**src/core/phr_pkg.sv**
```systemverilog
// Shared types and constants for the partition hot-reset controller
package phr_pkg;

    // Default number of downstream ports in a partition
    localparam int NUM_DS_DEFAULT = 4;

    // Reset value of control and status flags
    localparam logic FLAG_RST = 1'b0;

    // Sequencer states, one-hot
    typedef enum logic [3:0] {
        PHR_RUN    = 4'h1,
        PHR_HOLD   = 4'h2,
        PHR_TRAIN  = 4'h4,
        PHR_DEGRAD = 4'h8
    } phr_state_t;

    // Hot-reset trigger inputs from the upstream port
    typedef struct packed {
        logic dl_up;       // Upstream data link layer is up
        logic ts_hot_rst;  // TS1 with hot-reset bit seen upstream
        logic part_rst;    // Partition state field requests reset
    } phr_trig_t;

    // Routing qualifiers of a TLP seen by the partition core
    typedef struct packed {
        logic valid;       // TLP present
        logic to_ds;       // Destination is a downstream port
        logic self_gen;    // Originated by the switch toward root
    } phr_tlp_t;

    // Routing decision for one TLP
    typedef struct packed {
        logic fwd;         // Forward normally
        logic ur;          // Handle as unsupported request
        logic drop;        // Silently discard
    } phr_route_t;

endpackage

```
**src/core/phr_sync.sv**
```systemverilog
// Two-stage synchroniser for asynchronous inputs
`timescale 1ns/1ns
module phr_sync #(
    parameter int W = 1
) (
    input  wire logic         sys_clk,
    input  wire logic         rstn,
    input  wire logic         ce,
    input  wire logic [W-1:0] d,
    output logic      [W-1:0] q
);
    logic [W-1:0] meta_r;
    logic [W-1:0] meta_nxt;
    logic [W-1:0] q_r;
    logic [W-1:0] q_nxt;

    // Next values: shift through two stages while enabled
    always_comb begin
        meta_nxt = ce ? d : meta_r;
        q_nxt    = ce ? meta_r : q_r;
    end

    // Register stages
    always_ff @(posedge sys_clk or negedge rstn) begin
        if (!rstn) begin
            meta_r <= '0;
            q_r    <= '0;
        end else begin
            meta_r <= meta_nxt;
            q_r    <= q_nxt;
        end
    end

    assign q = q_r;
endmodule

```
**src/core/phr_ctrl.sv**
```systemverilog
// Partition hot-reset and upstream secondary bus reset controller
`timescale 1ns/1ns
// Functional notes
// - Trigger gone: train ports, resume operation
// - Suppress bit blocks link-down hot reset
// - Suppressed: LTSSM normal, reset actions skipped
// - Suppressed: keep peer-to-peer downstream forwarding
// - Suppressed: non-downstream TLPs not switch-originated are unsupported
// - Suppressed: drop switch-originated rootward TLPs silently
// - Suppressed: downstream ASPM ignores upstream state
// - TS1 hot-reset trigger always honoured
// - Secondary bus reset bit write starts reset
// - Link-up downstream ports send hot-reset TS1
// - Upstream DL_Down starts hot reset normally
// - Hold reset step while trigger persists
// - Reset non-sticky state, keep sticky classes
module phr_ctrl #(
    parameter int NUM_DS = phr_pkg::NUM_DS_DEFAULT
) (
    input  wire logic              sys_clk,
    input  wire logic              rstn,
    input  wire logic              ce,
    input  wire phr_pkg::phr_trig_t trig,
    input  wire logic              linkdown_reset_suppress,
    input  wire logic              secondary_bus_reset_bit,
    input  wire logic [NUM_DS-1:0] ds_link_up,
    input  wire logic [NUM_DS-1:0] ds_aspm_req,
    input  wire logic              us_aspm_ok,
    input  wire phr_pkg::phr_tlp_t tlp,
    output logic                   part_reset,
    output logic                   sticky_keep,
    output logic                   train_start,
    output logic                   us_ltssm_hot,
    output logic                   us_ltssm_detect,
    output logic                   degraded,
    output logic [NUM_DS-1:0]      ds_send_hot_ts1,
    output logic [NUM_DS-1:0]      ds_aspm_grant,
    output phr_pkg::phr_route_t    route
);
    // Parameter check
    if (NUM_DS < 1 || NUM_DS > 16) begin : g_chk
        $error("NUM_DS must be 1 to 16");
    end

    // Synchronised upstream trigger pins
    phr_pkg::phr_trig_t trig_s;
    logic               dl_up_d_r;
    logic               dl_up_d_nxt;
    logic               supp_r;
    logic               supp_nxt;

    phr_sync #(.W($bits(phr_pkg::phr_trig_t))) u_sync (
        .sys_clk (sys_clk),
        .rstn    (rstn),
        .ce      (ce),
        .d       (trig),
        .q       (trig_s)
    );

    phr_pkg::phr_state_t state_r;
    phr_pkg::phr_state_t state_nxt;

    logic              part_reset_r,  part_reset_nxt;
    logic              sticky_r,      sticky_nxt;
    logic              train_r,       train_nxt;
    logic              us_hot_r,      us_hot_nxt;
    logic              us_det_r,      us_det_nxt;
    logic              degraded_r,    degraded_nxt;
    logic [NUM_DS-1:0] ds_ts1_r,      ds_ts1_nxt;
    logic [NUM_DS-1:0] aspm_r,        aspm_nxt;
    phr_pkg::phr_route_t route_r,     route_nxt;

    logic link_fall;
    logic hot_cause;
    logic hold_cause;

    // Route decision for one TLP, given degraded mode
    function automatic phr_pkg::phr_route_t route_of(
        input phr_pkg::phr_tlp_t t,
        input logic              dgr
    );
        phr_pkg::phr_route_t r;
        r = '0;
        if (t.valid) begin
            if (!dgr) begin
                r.fwd = 1'b1;
            end else if (t.self_gen) begin
                r.drop = 1'b1;
            end else if (t.to_ds) begin
                r.fwd = 1'b1;
            end else begin
                r.ur = 1'b1;
            end
        end
        return r;
    endfunction

    // Trigger evaluation
    always_comb begin
        link_fall = dl_up_d_r & ~trig_s.dl_up;
        // Link-down starts hot reset only when not suppressed
        hot_cause = trig_s.ts_hot_rst | trig_s.part_rst
                  | (link_fall & ~linkdown_reset_suppress);
        // Reset persists while its cause is present
        hold_cause = trig_s.ts_hot_rst | trig_s.part_rst
                   | (~trig_s.dl_up & ~supp_r);
    end

    // Next-state and output logic
    always_comb begin
        state_nxt      = state_r;
        dl_up_d_nxt    = trig_s.dl_up;
        supp_nxt       = supp_r;
        part_reset_nxt = 1'b0;
        sticky_nxt     = 1'b0;
        train_nxt      = 1'b0;
        us_hot_nxt     = 1'b0;
        us_det_nxt     = 1'b0;
        degraded_nxt   = 1'b0;
        ds_ts1_nxt     = '0;
        // Latch suppress setting at the link-down instant
        if (link_fall) begin
            supp_nxt = linkdown_reset_suppress;
        end
        unique case (state_r)
            phr_pkg::PHR_RUN: begin
                if (hot_cause) begin
                    state_nxt = phr_pkg::PHR_HOLD;
                end else if (link_fall) begin
                    state_nxt = phr_pkg::PHR_DEGRAD;
                end
            end
            phr_pkg::PHR_HOLD: begin
                part_reset_nxt = 1'b1;
                sticky_nxt     = 1'b1;
                us_hot_nxt     = trig_s.ts_hot_rst;
                us_det_nxt     = ~trig_s.ts_hot_rst;
                ds_ts1_nxt     = ds_link_up;
                if (!hold_cause) begin
                    state_nxt = phr_pkg::PHR_TRAIN;
                end
            end
            phr_pkg::PHR_TRAIN: begin
                train_nxt = 1'b1;
                state_nxt = phr_pkg::PHR_RUN;
            end
            phr_pkg::PHR_DEGRAD: begin
                // LTSSM runs on its own; no reset actions taken
                degraded_nxt = 1'b1;
                if (trig_s.ts_hot_rst || trig_s.part_rst) begin
                    state_nxt = phr_pkg::PHR_HOLD;
                end else if (trig_s.dl_up) begin
                    state_nxt = phr_pkg::PHR_RUN;
                end
            end
        endcase
        // Secondary bus reset held while the bit is set
        if (secondary_bus_reset_bit && state_r != phr_pkg::PHR_HOLD) begin
            ds_ts1_nxt = ds_link_up;
        end
        // Downstream ASPM: upstream ignored in degraded mode
        aspm_nxt = ds_aspm_req
                 & {NUM_DS{degraded_nxt | us_aspm_ok}};
        route_nxt = route_of(tlp, degraded_nxt);
    end

    // State registers, frozen while clock enable is low
    always_ff @(posedge sys_clk or negedge rstn) begin
        if (!rstn) begin
            state_r      <= phr_pkg::PHR_RUN;
            dl_up_d_r    <= phr_pkg::FLAG_RST;
            supp_r       <= phr_pkg::FLAG_RST;
            part_reset_r <= phr_pkg::FLAG_RST;
            sticky_r     <= phr_pkg::FLAG_RST;
            train_r      <= phr_pkg::FLAG_RST;
            us_hot_r     <= phr_pkg::FLAG_RST;
            us_det_r     <= phr_pkg::FLAG_RST;
            degraded_r   <= phr_pkg::FLAG_RST;
            ds_ts1_r     <= '0;
            aspm_r       <= '0;
            route_r      <= '0;
        end else if (ce) begin
            state_r      <= state_nxt;
            dl_up_d_r    <= dl_up_d_nxt;
            supp_r       <= supp_nxt;
            part_reset_r <= part_reset_nxt;
            sticky_r     <= sticky_nxt;
            train_r      <= train_nxt;
            us_hot_r     <= us_hot_nxt;
            us_det_r     <= us_det_nxt;
            degraded_r   <= degraded_nxt;
            ds_ts1_r     <= ds_ts1_nxt;
            aspm_r       <= aspm_nxt;
            route_r      <= route_nxt;
        end
    end

    // Outputs straight from flip-flops
    assign part_reset      = part_reset_r;
    assign sticky_keep     = sticky_r;
    assign train_start     = train_r;
    assign us_ltssm_hot    = us_hot_r;
    assign us_ltssm_detect = us_det_r;
    assign degraded        = degraded_r;
    assign ds_send_hot_ts1 = ds_ts1_r;
    assign ds_aspm_grant   = aspm_r;
    assign route           = route_r;
endmodule

```
**config.mk**
```make
export PLATFORM = sky130hd
export DESIGN_NAME = phr_ctrl
export DESIGN_NICKNAME = d
export VERILOG_FILES = /design/src/core/phr_pkg.sv /design/src/core/phr_sync.sv /design/src/core/phr_ctrl.sv
export SDC_FILE = /design/constraint.sdc
export NUM_CORES = 1
export LEC_CHECK = 0
export BUFFER_PORTS_ARGS = -buffer_cell sky130_fd_sc_hd__buf_2
export CAP_MARGIN = 10
export CORE_ASPECT_RATIO = 1.2
export CORE_UTILIZATION = 50
export CTS_BUF_LIST = sky130_fd_sc_hd__clkbuf_16
export CTS_CLUSTER_SIZE = 40
export DETAILED_ROUTE_END_ITERATION = 10
export PLACE_DENSITY = 0.77
export SLEW_MARGIN = 40
export SYNTH_ARGS = -nofsm -noshare
export SYNTH_HDL_FRONTEND = slang
export SYNTH_SLANG_ARGS = --single-unit
```
**constraint.sdc**
```tcl
create_clock -name sys_clk -period 1.9 [get_ports sys_clk]
set_input_delay 0.19 -clock sys_clk [delete_from_list [all_inputs] [get_ports sys_clk]]
set_output_delay 0.19 -clock sys_clk [all_outputs]
set_load 0.03 [all_outputs]
```
Word-level counts from Yosys, hierarchy flattened
Cells that the tools add are included.

Eq/ne operators: 8. Muxes and demuxes: 20. Bitwise gates (word level): 12. Reduce and logical (&&, ||, !) cells: 4.

Operators with widths (number): 4-bit 2-to-1 mux (7); 4-bit one-hot mux with 4 select lines (1); 1-bit 2-to-1 mux (9); 4-bit bitwise AND (1); 4-bit by 1-bit == test with 1-bit output, second input constant (1); 4-bit by 2-bit == test with 1-bit output, second input constant (1); 4-bit by 3-bit == test with 1-bit output, second input constant (1); 4-bit == test, second input constant (1); 2-bit 2-to-1 mux (2); 4-bit by 2-bit != test with 1-bit output, second input constant (1); 1-bit inverter (4); 1-bit bitwise OR (4); 4-bit AND reduction (1); 1-bit bitwise AND (3); 3-bit 2-to-1 mux (1); 3-bit by 2-bit != test with 1-bit output, second input constant (1); 3-bit != test, second input constant (1); 2-bit != test, second input constant (1); 2-bit AND reduction (1); 1-bit logical AND (1); 1-bit logical OR (1).

Register bits after elaboration: 28. Output and inout port bits: 17.

Logic depth before layout (Yosys ltp)
Gate-level depths: netlist of the first run.

Depth in word-level cells: 6. Mapped depth: 5. Mapped depth without buffers: 4.

Cells and area by module
Synthesis of the first run repeated with hierarchy kept, for this count alone.

Cell total of the unflattened synthesis: 121. Area, all modules: 1341.3 µm².

Modules (own cells, without submodules): phr_ctrl (instances 1, cells each 108, area each 1089.8 µm², seq. area each 551.8 µm²); phr_sync (instances 1, cells each 13, area each 251.5 µm², seq. area each 150.1 µm²).

Worst setup path after synthesis of the first run
OpenSTA, ideal clock, no wires.

Path type: register to register. Start: register state_r[2]. End: register state_r[2]. Data arrival time: 1458 ps. Data required time: 1772 ps. Setup slack: 315 ps. Stages on the path, launching flop included: 6. Buffers on the path: 1. Clock period less this slack: 1585 ps. Cell sequence: dfrtp_1 buf_2 nor4b_4 o31ai_2 nand4_2 mux2_1.

Longest elaborated chain between the ends: 3. Elaborated cells between the ends (all ways): 9.

RTL lines: from (decl) (line phr_ctrl.sv:60) `phr_pkg::phr_state_t state_r;`; from (signal assigned) (line phr_ctrl.sv:170) `state_r <= phr_pkg::PHR_RUN;`; from (signal assigned) (line phr_ctrl.sv:183) `state_r <= state_nxt;`; 4-bit == test (tied with other cells) (line phr_ctrl.sv:125) `unique case (state_r)`; 3-bit by 2-bit != test with 1-bit output (no source line) (tied with other cells); 4-bit AND reduction (no source line).

Parallel ways exist; a longest one is shown, timed or not. A chain may end at the register's enable or synchronous reset.

Worst setup path in the final report of the first run
Start: register state_r[0]. End: register state_r[2].

The elaborated chain is that of the path after synthesis.

==> flow_metrics.tcl, run 1 <==
set metrics [dict create \
    status "finished clean" \
    grt_usage_pct 20.50 \
    relSlewSlack_pct 59.82 \
    die_area_um2 2793 \
    dpl_worst_slack_ns 0.1747 \
    p_leak_nw 0.7932 \
    cts_tree "done" \
    worstMarginPinSlew_ns 0.6027 \
    avgSynthCellArea_um2 11.05 \
    maxCapViolCount 0 \
    crit_type "reg2reg" \
    drt-total-wl_um 2462 \
    p_per_area_nw_per_um2 1249 \
    fp.dieW_um 48.41 \
    vdd_drop_max_v 0.0009036 \
    grt_pass1_vias 984 \
    core-area_um2 2377 \
    finalSetupViolations 0 \
    drtAntennaViolNets 0 \
    cts_setup_buffers 0 \
    cts.path.max_buffers 2 \
    cts_root_buffer "clkbuf_16" \
    num_rows 19 \
    clock_latency_ns 0.26 \
    viasPerCell 5.294 \
    clock_sinks 28 \
    clock.fmax_ghz 0.5660 \
    synth_flop_cell "dfrtp_1" \
    finalCritPeriodShare_pct 92.98 \
    final_cell_mix "buf_2 (36), dfrtp_1 (27), inv_1 (19), mux2_2 (12), o22ai_1 (9)" \
    io_buffers 36 \
    drc_errors 0 \
    synth_cells 117 \
    clock_power_share_pct 23.4 \
    placedInstanceArea_um2 1513 \
    power_frac_comb_pct 32.5 \
    path_max_fanout 6 \
    grt_pass1_wl_um 4298 \
    worst_slack_ns 0.1334 \
    hold_class "in2reg" \
    areaGrowthSynthToFinish_pct 23.91 \
    seq_power_share_pct 44.1 \
    grt_max_degree 29 \
    cp-start-kind "register" \
    antenna-diode-count 0 \
    antenna_found_initial 0 \
    maxSlewViolCount 0 \
    cp_data_arrival_time_ns 1.91 \
    fin_tns_setup_ns 0 \
    synth_edf_count 0 \
    synth_fp_nets 137 \
    synth_cell_types 28 \
    path_clk_slew_ns 0.06 \
    rsz0062_at_grt "false" \
    hpwlAfterDp_um 1864 \
    skew_ns 0.003439 \
    period_minus_slack_ns 1.767 \
    placed_cells 182 \
    endpoint_kind "register" \
    fin_area_um2 1602 \
    drt_iter0_drc 21 \
    syn_area_um2 1292 \
    ys_seq_area_share_pct 54.31 \
    finalWeightedCongestion 0.7550 \
    wl_per_cell_um 13.17 \
    asyncSetResetFlopFracSynth_pct 100.0 \
    synth_seq_cells 28 \
    die_h_um 57.70 \
    cts_made_buffers 3 \
    final_common_cell "buf_2" \
    io_pins 37 \
    grt_overflow_total 0 \
    required_ns 2.04 \
    nNetsFinal 177 \
    firstDrtPassIters 4 \
    reg2reg_slack_ns 0.13 \
    drive_gt1_share_pct 38.46 \
    synth.yosys.warnings 0 \
    htreeDepth 1 \
    vias 990 \
    fill_cells 197 \
    initial_utilization_pct 54.37 \
    finalNonFillerCells 187 \
    p_sw_share_pct 35.21 \
    p_int_mw 1.296 \
    finalHoldViolations 0 \
    switching_power_uw 704.4 \
]
==> registers in the layout, indices dropped and copies added (netlist names) <==
name / flops
ds_send_hot_ts1: 4
state_r: 4
supp_r: 1
degraded: 1
dl_up_d_r: 1
train_start: 1
us_ltssm_hot: 1
route: 3
u_sync.meta_r: 3
u_sync.q: 3
ds_aspm_grant: 4
us_ltssm_detect: 1
sticky_keep: 1
==> synth_stat cells, types with 2 or more instances <==
| library cell | number | share of area, % |
|---|---|---|
| dfrtp_1 | 27 | 52 |
| inv_1 | 19 | 5.5 |
| mux2_2 | 12 | 10 |
| o22ai_1 | 9 | 4.4 |
| o21ai_0 | 8 | 3.1 |
| nand2_1 | 7 | 2.0 |
| nand3_1 | 4 | 1.5 |
| nand3b_1 | 4 | 2.3 |
| nor2_1 | 3 | 0.87 |
| a21oi_1 | 2 | 0.77 |
| buf_2 | 2 | 0.77 |
| clkbuf_1 | 2 | 0.58 |
| nor4b_1 | 2 | 1.4 |
| nor4b_4 | 2 | 3.7 |
==> final cells by class <==
type / instances / area [um2] / area share (%)
Multi-Input combinational cell: 64 / 490.5 / 30.62
Tap cell: 31 / 38.79 / 2.422
Sequential cell: 28 / 701.9 / 43.83
Timing Repair Buffer: 41 / 220.2 / 13.75
Inverter: 19 / 71.32 / 4.453
Clock inverter: 1 / 3.754 / 0.2344
Clock buffer: 3 / 75.07 / 4.687
==> critical path, cell delays in order (launching register included) <==
cell,delay (ns)
dfstp_2,0.62
nor4b_1,0.33
nand3_1,0.20
nand4_2,0.17
mux2_1,0.33
==> kinds of logic after synthesis <==
logic type,Yosys count,share of synthesized area (%)
DFF,28,54.31
and+or+nand+nor,26,14.13
buffers and inverters,25,7.745
AOI/OAI and AO/OA,23,11.04
muxes,14,12.10
xor gates and xnor gates,1,0.6778
==> per-stage QoR <==
step	hold WS [ns]	utilization, %	power (mW)
finish	0.1576	67.37	2.001
global route	0.1620	67.37	2.114
CTS	0.1540	67.37	2.023
detailed placement	0.2292	63.63	1.547
global placement	0.2309	63.63	1.510
floorplan	-0.1056	-	1.347
==> metal layers <==
layer  share of wire, %  global-route usage, %  wire, um
met1                 40                  23.63       980
met4                1.6                  10.92        39
met3                4.3                  2.887       107
met5                  0                      0         0
met2                 54                  37.22      1335
==> path summary, 6_finish.rpt <==
path | from | end | cells past startpoint
max in group asynchronous | rstn | u_sync.meta_r[1] | 2
setup reg to reg | state_r[0] | state_r[2] | 4
min in group asynchronous | rstn | us_ltssm_hot | 2
setup / recovery | state_r[0] | state_r[2] | 4
hold reg to reg | u_sync.meta_r[0] | u_sync.q[0] | 1
hold / removal | trig[1] | u_sync.meta_r[1] | 2
==> power by group through the flow <==
stage	Clock, mW	Combinational (mW)	Sequential [mW]
2_1_floorplan	0	0.381	0.966
3_3_place_gp	0	0.633	0.877
3_5_place_dp	0	0.652	0.894
4_1_cts	0.484	0.657	0.882
5_1_grt	0.503	0.707	0.904
6_report	0.468	0.651	0.882
==> what timing repair did <==
action / in CTS / in global routing
endpoints found under the hold margin: 27 / 0
hold buffers: 1 / 0
resized for setup: 0 / 0
No activity file was read; power rests on OpenSTA's default activity.
==> inputs of run 2 (changes only) <==
--- a/config.mk
+++ b/config.mk
@@ -12,7 +12,7 @@
 export CTS_BUF_LIST = sky130_fd_sc_hd__clkbuf_16
 export CTS_CLUSTER_SIZE = 40
 export DETAILED_ROUTE_END_ITERATION = 10
-export PLACE_DENSITY = 0.77
+export PLACE_DENSITY = 0.76
 export SLEW_MARGIN = 40
 export SYNTH_ARGS = -nofsm -noshare
 export SYNTH_HDL_FRONTEND = slang
==> run 2 against run 1 <==
  * Clock power about the same
  * First-iteration DRC count down 14%
  * Via count fell by 3.3%
  * Clock skew about the same
  * Maximum frequency increased by 3.1%
  * Routed wire length increased by 1.7%
  * Flip-flop and latch count is the same
  * Clock-buffer cell count unchanged
  * Combinational power up 1%
  * Sequential power is 1% higher
  * Critical endpoint unchanged
  * Worst hold slack improved by 0.0040 ns
  * Setup slack improved by 0.053 ns
==> flow_metrics.tcl, run 2 (same netlist as run 1, synthesis figures left out) <==
set metrics [dict create \
    die_h_um 57.70 \
    initial_utilization_pct 54.37 \
    crit_family "simple AND/OR/NAND/NOR gates" \
    antenna_found_initial 0 \
    hold_class "in2reg" \
    path_max_fanout 6 \
    fp.dieW_um 48.41 \
    cp_data_arrival_time_ns 1.85 \
    p_leak_nw 0.7932 \
    seq_power_share_pct 44.2 \
    cp-start-kind "register" \
    die_area_um2 2793 \
    critical-path-max-stage-delay_ns 0.62 \
    clock_power_share_pct 23.2 \
    vdd_drop_max_v 0.0008615 \
    period_minus_slack_ns 1.714 \
    cts_root_buffer "clkbuf_16" \
    p_int_mw 1.295 \
    finalSetupViolations 0 \
    vias 957 \
    areaGrowthSynthToFinish_pct 23.91 \
    skew_ns 0.003589 \
    crit_type "reg2reg" \
    endpoint "state_r[2]" \
    finalWeightedCongestion 0.7493 \
    rr_endpoint "state_r[2]" \
    grt_max_degree 29 \
    grt_pass1_wl_um 4353 \
    maxSlewViolCount 0 \
    htreeDepth 1 \
    drc_errors 0 \
    drtAntennaViolNets 0 \
    rsz0062_at_grt "false" \
    num_rows 19 \
    worst_path_max_delay_cell "dfstp_2" \
    firstDrtPassIters 5 \
    postCtsHoldBufs 1 \
    clock_latency_ns 0.26 \
    placedInstanceArea_um2 1513 \
    grt_pass1_vias 972 \
    clock.fmax_ghz 0.5834 \
    fin_tns_setup_ns 0 \
    core-area_um2 2377 \
    worst-path-buf-inv 0 \
    nNetsFinal 177 \
    worstMarginPinSlew_ns 0.5978 \
    ctsResizeCount 0 \
    maxCapViolCount 0 \
    switching_power_uw 720.9 \
    grt_usage_pct 20.45 \
    critPathLaunch "state_r[0]" \
    finalCritPeriodShare_pct 90.21 \
    fin_area_um2 1602 \
    clock_sinks 28 \
    drt-total-wl_um 2503 \
    final_cell_mix "buf_2 (36), dfrtp_1 (27), inv_1 (19), mux2_2 (12), o22ai_1 (9)" \
    power_frac_comb_pct 32.6 \
    status "finished clean" \
    antenna-diode-count 0 \
    cp_cell_sequence "nor4b_1, nand3_1, nand4_2, mux2_1" \
    rr_worst_depth 4 \
    path_clk_slew_ns 0.07 \
    cts_tree "done" \
    cts_setup_buffers 0 \
    cts_made_buffers 3 \
    reg2reg_slack_ns 0.19 \
    endpoint_kind "register" \
    grt_overflow_total 0 \
    p_per_area_nw_per_um2 1259 \
    required_ns 2.04 \
    finalNonFillerCells 187 \
    fin_util_pct 67.37 \
    viasPerCell 5.118 \
    hpwlAfterDp_um 1839 \
    io_pins 37 \
    rr_startpoint "state_r[0]" \
    relSlewSlack_pct 60.15 \
    cts.path.max_buffers 2 \
    placed_cells 182 \
    wl_per_cell_um 13.39 \
    drt_iter0_drc 18 \
    finalHoldViolations 0 \
    p_sw_share_pct 35.75 \
    drive_gt1_share_pct 38.46 \
    holdPathStages 2 \
    crit_cells 4 \
    io_buffers 36 \
    final_common_cell "buf_2" \
]
run 2: cell counts in the layout (fill, tap and decap cells not counted):
No cell type changed its count.
run 2: worst min path at each step:
| stage | startpoint | end | slack, ns |
|---|---|---|---|
| 3_3_place_gp | rstn | ds_send_hot_ts1[2] | 0.22 |
| 4_1_cts | trig[0] | u_sync.meta_r[0] | 0.16 |
| 6_report | trig[0] | u_sync.meta_r[0] | 0.16 |
| 3_5_place_dp | rstn | ds_send_hot_ts1[1] | 0.23 |
| 2_1_floorplan | rstn | degraded | -0.11 |
| 5_1_grt | trig[0] | u_sync.meta_r[0] | 0.16 |
run 2: final cells by class:
cell class	count	area [um2]
clock inverters	1	3.754
inverters	19	71.32
multi-input cells	64	490.5
clock buffers	3	75.07
repair buffers	41	220.2
well taps	31	38.79
fillers	180	775.7
flip-flops and latches	28	701.9
run 2: per-stage QoR:
step,worst slack (ns),power [mW],hold slack (ns)
2_1_floorplan,0.3146,1.347,-0.1056
3_3_place_gp,0.3208,1.510,0.2208
3_5_place_dp,0.2122,1.548,0.2331
4_1_cts,0.1924,2.026,0.1648
5_1_grt,0.1453,2.124,0.1609
6_report,0.1860,2.016,0.1616
run 2: power groups by stage:
stage | Sequential [mW] | Clock (mW) | Combinational [mW]
6_report | 0.891 | 0.467 | 0.658
3_5_place_dp | 0.893 | 0 | 0.655
2_1_floorplan | 0.966 | 0 | 0.381
3_3_place_gp | 0.879 | 0 | 0.631
5_1_grt | 0.908 | 0.504 | 0.712
4_1_cts | 0.891 | 0.473 | 0.662
run 2: worst reg2reg max path, stage by stage (launching register included):
cell	delay (ns)
dfstp_2	0.62
nor4b_1	0.31
nand3_1	0.18
nand4_2	0.16
mux2_1	0.33
run 2: layer usage:
metal | vias up | wire, um | track usage, %
li1 | 477 | - | -
met1 | 455 | 1070 | 24.87
met2 | 23 | 1329 | 37.83
met3 | 2 | 82 | 2.625
met4 | 0 | 21 | 6.723
met5 | - | 0 | 0
==> inputs of run 3 (changes only) <==
--- a/config.mk
+++ b/config.mk
@@ -8,11 +8,11 @@
 export BUFFER_PORTS_ARGS = -buffer_cell sky130_fd_sc_hd__buf_2
 export CAP_MARGIN = 10
 export CORE_ASPECT_RATIO = 1.2
-export CORE_UTILIZATION = 50
+export CORE_UTILIZATION = 28
 export CTS_BUF_LIST = sky130_fd_sc_hd__clkbuf_16
 export CTS_CLUSTER_SIZE = 40
 export DETAILED_ROUTE_END_ITERATION = 10
-export PLACE_DENSITY = 0.76
+export PLACE_DENSITY_LB_ADDON = 0.12
 export SLEW_MARGIN = 40
 export SYNTH_ARGS = -nofsm -noshare
 export SYNTH_HDL_FRONTEND = slang
==> run 3 against run 2 <==
  * Non-clock buffer count unchanged
  * Setup slack improved by 0.044 ns
  * Routed wire length decreased by 0.68%
  * Sequential power decreased by 1%
  * First-iteration DRC count decreased by 22%
  * Clock power about the same
  * Global-route usage decreased by 9.0 points
  * Total power decreased by 0.80%
  * Critical path depth unchanged
  * Flip-flop and latch count unchanged
  * Final cell count increased by 13%
  * Largest power group unchanged
  * Highest routed layer unchanged
==> flow_metrics.tcl, run 3 (same netlist as run 1, synthesis figures left out) <==
set metrics [dict create \
    status "finished clean" \
    initial_utilization_pct 29.65 \
    drt_iter0_drc 14 \
    drive_gt1_share_pct 38.46 \
    ctsResizeCount 0 \
    finalSetupViolations 0 \
    grt_max_degree 29 \
    fin_util_pct 37.46 \
    grt_overflow_total 0 \
    required_ns 2.04 \
    die_area_um2 4893 \
    p_leak_nw 0.7969 \
    core-area_um2 4359 \
    endpoint_kind "register" \
    antenna_found_initial 0 \
    final_cell_mix "buf_2 (36), dfrtp_1 (27), inv_1 (20), mux2_2 (12), o22ai_1 (9)" \
    p_per_area_nw_per_um2 1225 \
    io_pins 37 \
    critPathLaunch "state_r[0]" \
    fp.dieW_um 64.02 \
    hpwlAfterDp_um 1926 \
    die_h_um 76.43 \
    drc_errors 0 \
    finalHoldViolations 0 \
    maxSlewViolCount 0 \
    period_minus_slack_ns 1.670 \
    crit_type "reg2reg" \
    fill_cells 457 \
    maxCapViolCount 0 \
    finalWeightedCongestion 0.8425 \
    fin_tns_setup_ns 0 \
    rr_startpoint "state_r[0]" \
    viasPerCell 4.472 \
    cts_root_buffer "clkbuf_16" \
    worst_hold_slack_ns 0.1601 \
    finalCritPeriodShare_pct 87.87 \
    drt-total-wl_um 2486 \
    crit_family "flip-flops" \
    drtAntennaViolNets 0 \
    min_from "ds_aspm_req[3]" \
    skew_ns 0.003620 \
    reg2reg_slack_ns 0.23 \
    placed_cells 207 \
    cts.path.max_buffers 2 \
    worstMarginPinSlew_ns 0.6255 \
    num_rows 26 \
    worst_path_max_delay_cell "dfstp_2" \
    antenna-diode-count 0 \
    grt_usage_pct 11.40 \
    io_buffers 36 \
    hold_class "in2reg" \
    nNetsFinal 177 \
    cp_data_arrival_time_ns 1.81 \
    clock_latency_ns 0.26 \
    clock.fmax_ghz 0.5990 \
    grt_pass1_vias 951 \
    grt_pass1_wl_um 4429 \
    clock_sinks 28 \
    path_clk_slew_ns 0.07 \
    areaGrowthSynthToFinish_pct 26.33 \
    vias 948 \
    critical-path-max-stage-delay_ns 0.61 \
    final_common_cell "buf_2" \
    cts_made_buffers 3 \
    worst-path-buf-inv 0 \
    path_max_fanout 6 \
    firstDrtPassIters 4 \
    wl_per_cell_um 11.73 \
    relSlewSlack_pct 58.30 \
    vdd_drop_max_v 0.0005917 \
    cp-start-kind "register" \
    totalPowerFinal_mw 2.000 \
    htreeDepth 1 \
    rsz0062_at_grt "false" \
    cts_tree "done" \
    finalNonFillerCells 212 \
    cp_cell_sequence "nor4b_1, nand3_1, nand4_2, mux2_1" \
]
-- run 3: layer usage --
metal	global-route usage, %	part of all wire (%)
met5	0	0
met2	17.66	48
met4	3.409	0.93
met3	2.695	4.1
met1	15.61	47
-- run 3: repair_timing --
item	CTS	global route
hold endpoints to repair	27	0
buffers inserted	0	0
hold buffers	1	0
-- run 3: per-stage QoR --
step                      setup slack (ns)  instance area [um2]
final                               0.2304                 1633
after global routing               0.07986                 1633
after CTS                           0.2202                 1633
after detailed placement            0.2385                 1544
after global placement              0.2786                 1544
after floorplan                     0.3146                 1292
-- run 3: final timing paths --
path | cells after the start | to
worst max-delay path | 4 | state_r[2]
worst min-delay path | 3 | ds_aspm_grant[3]
worst max register to register | 4 | state_r[2]
worst min register to register | 1 | route[1]
max in group asynchronous | 2 | u_sync.q[1]
min in group asynchronous | 2 | ds_aspm_grant[0]
-- run 3: worst register-to-register path, cell delays in order (launching register included) --
cell	delay, ns
dfstp_2	0.61
nor4b_1	0.26
nand3_1	0.17
nand4_2	0.17
mux2_1	0.34
-- run 3: power by group --
group / internal [mW] / switching, mW / leakage (nW)
Sequential: 0.731 / 0.147 / 0.352
Combinational: 0.283 / 0.370 / 0.402
Clock: 0.281 / 0.189 / 0.0423
-- run 3: final cells by class --
cell class | instances | area (um2) | share of cell area, %
Clock buffer | 3 | 75.07 | 4.598
Clock inverter | 1 | 3.754 | 0.2299
Inverter | 19 | 71.32 | 4.368
Multi-Input combinational cell | 64 | 490.5 | 30.04
Sequential cell | 28 | 701.9 | 42.99
Tap cell | 56 | 70.07 | 4.291
Timing Repair Buffer | 41 | 220.2 | 13.49
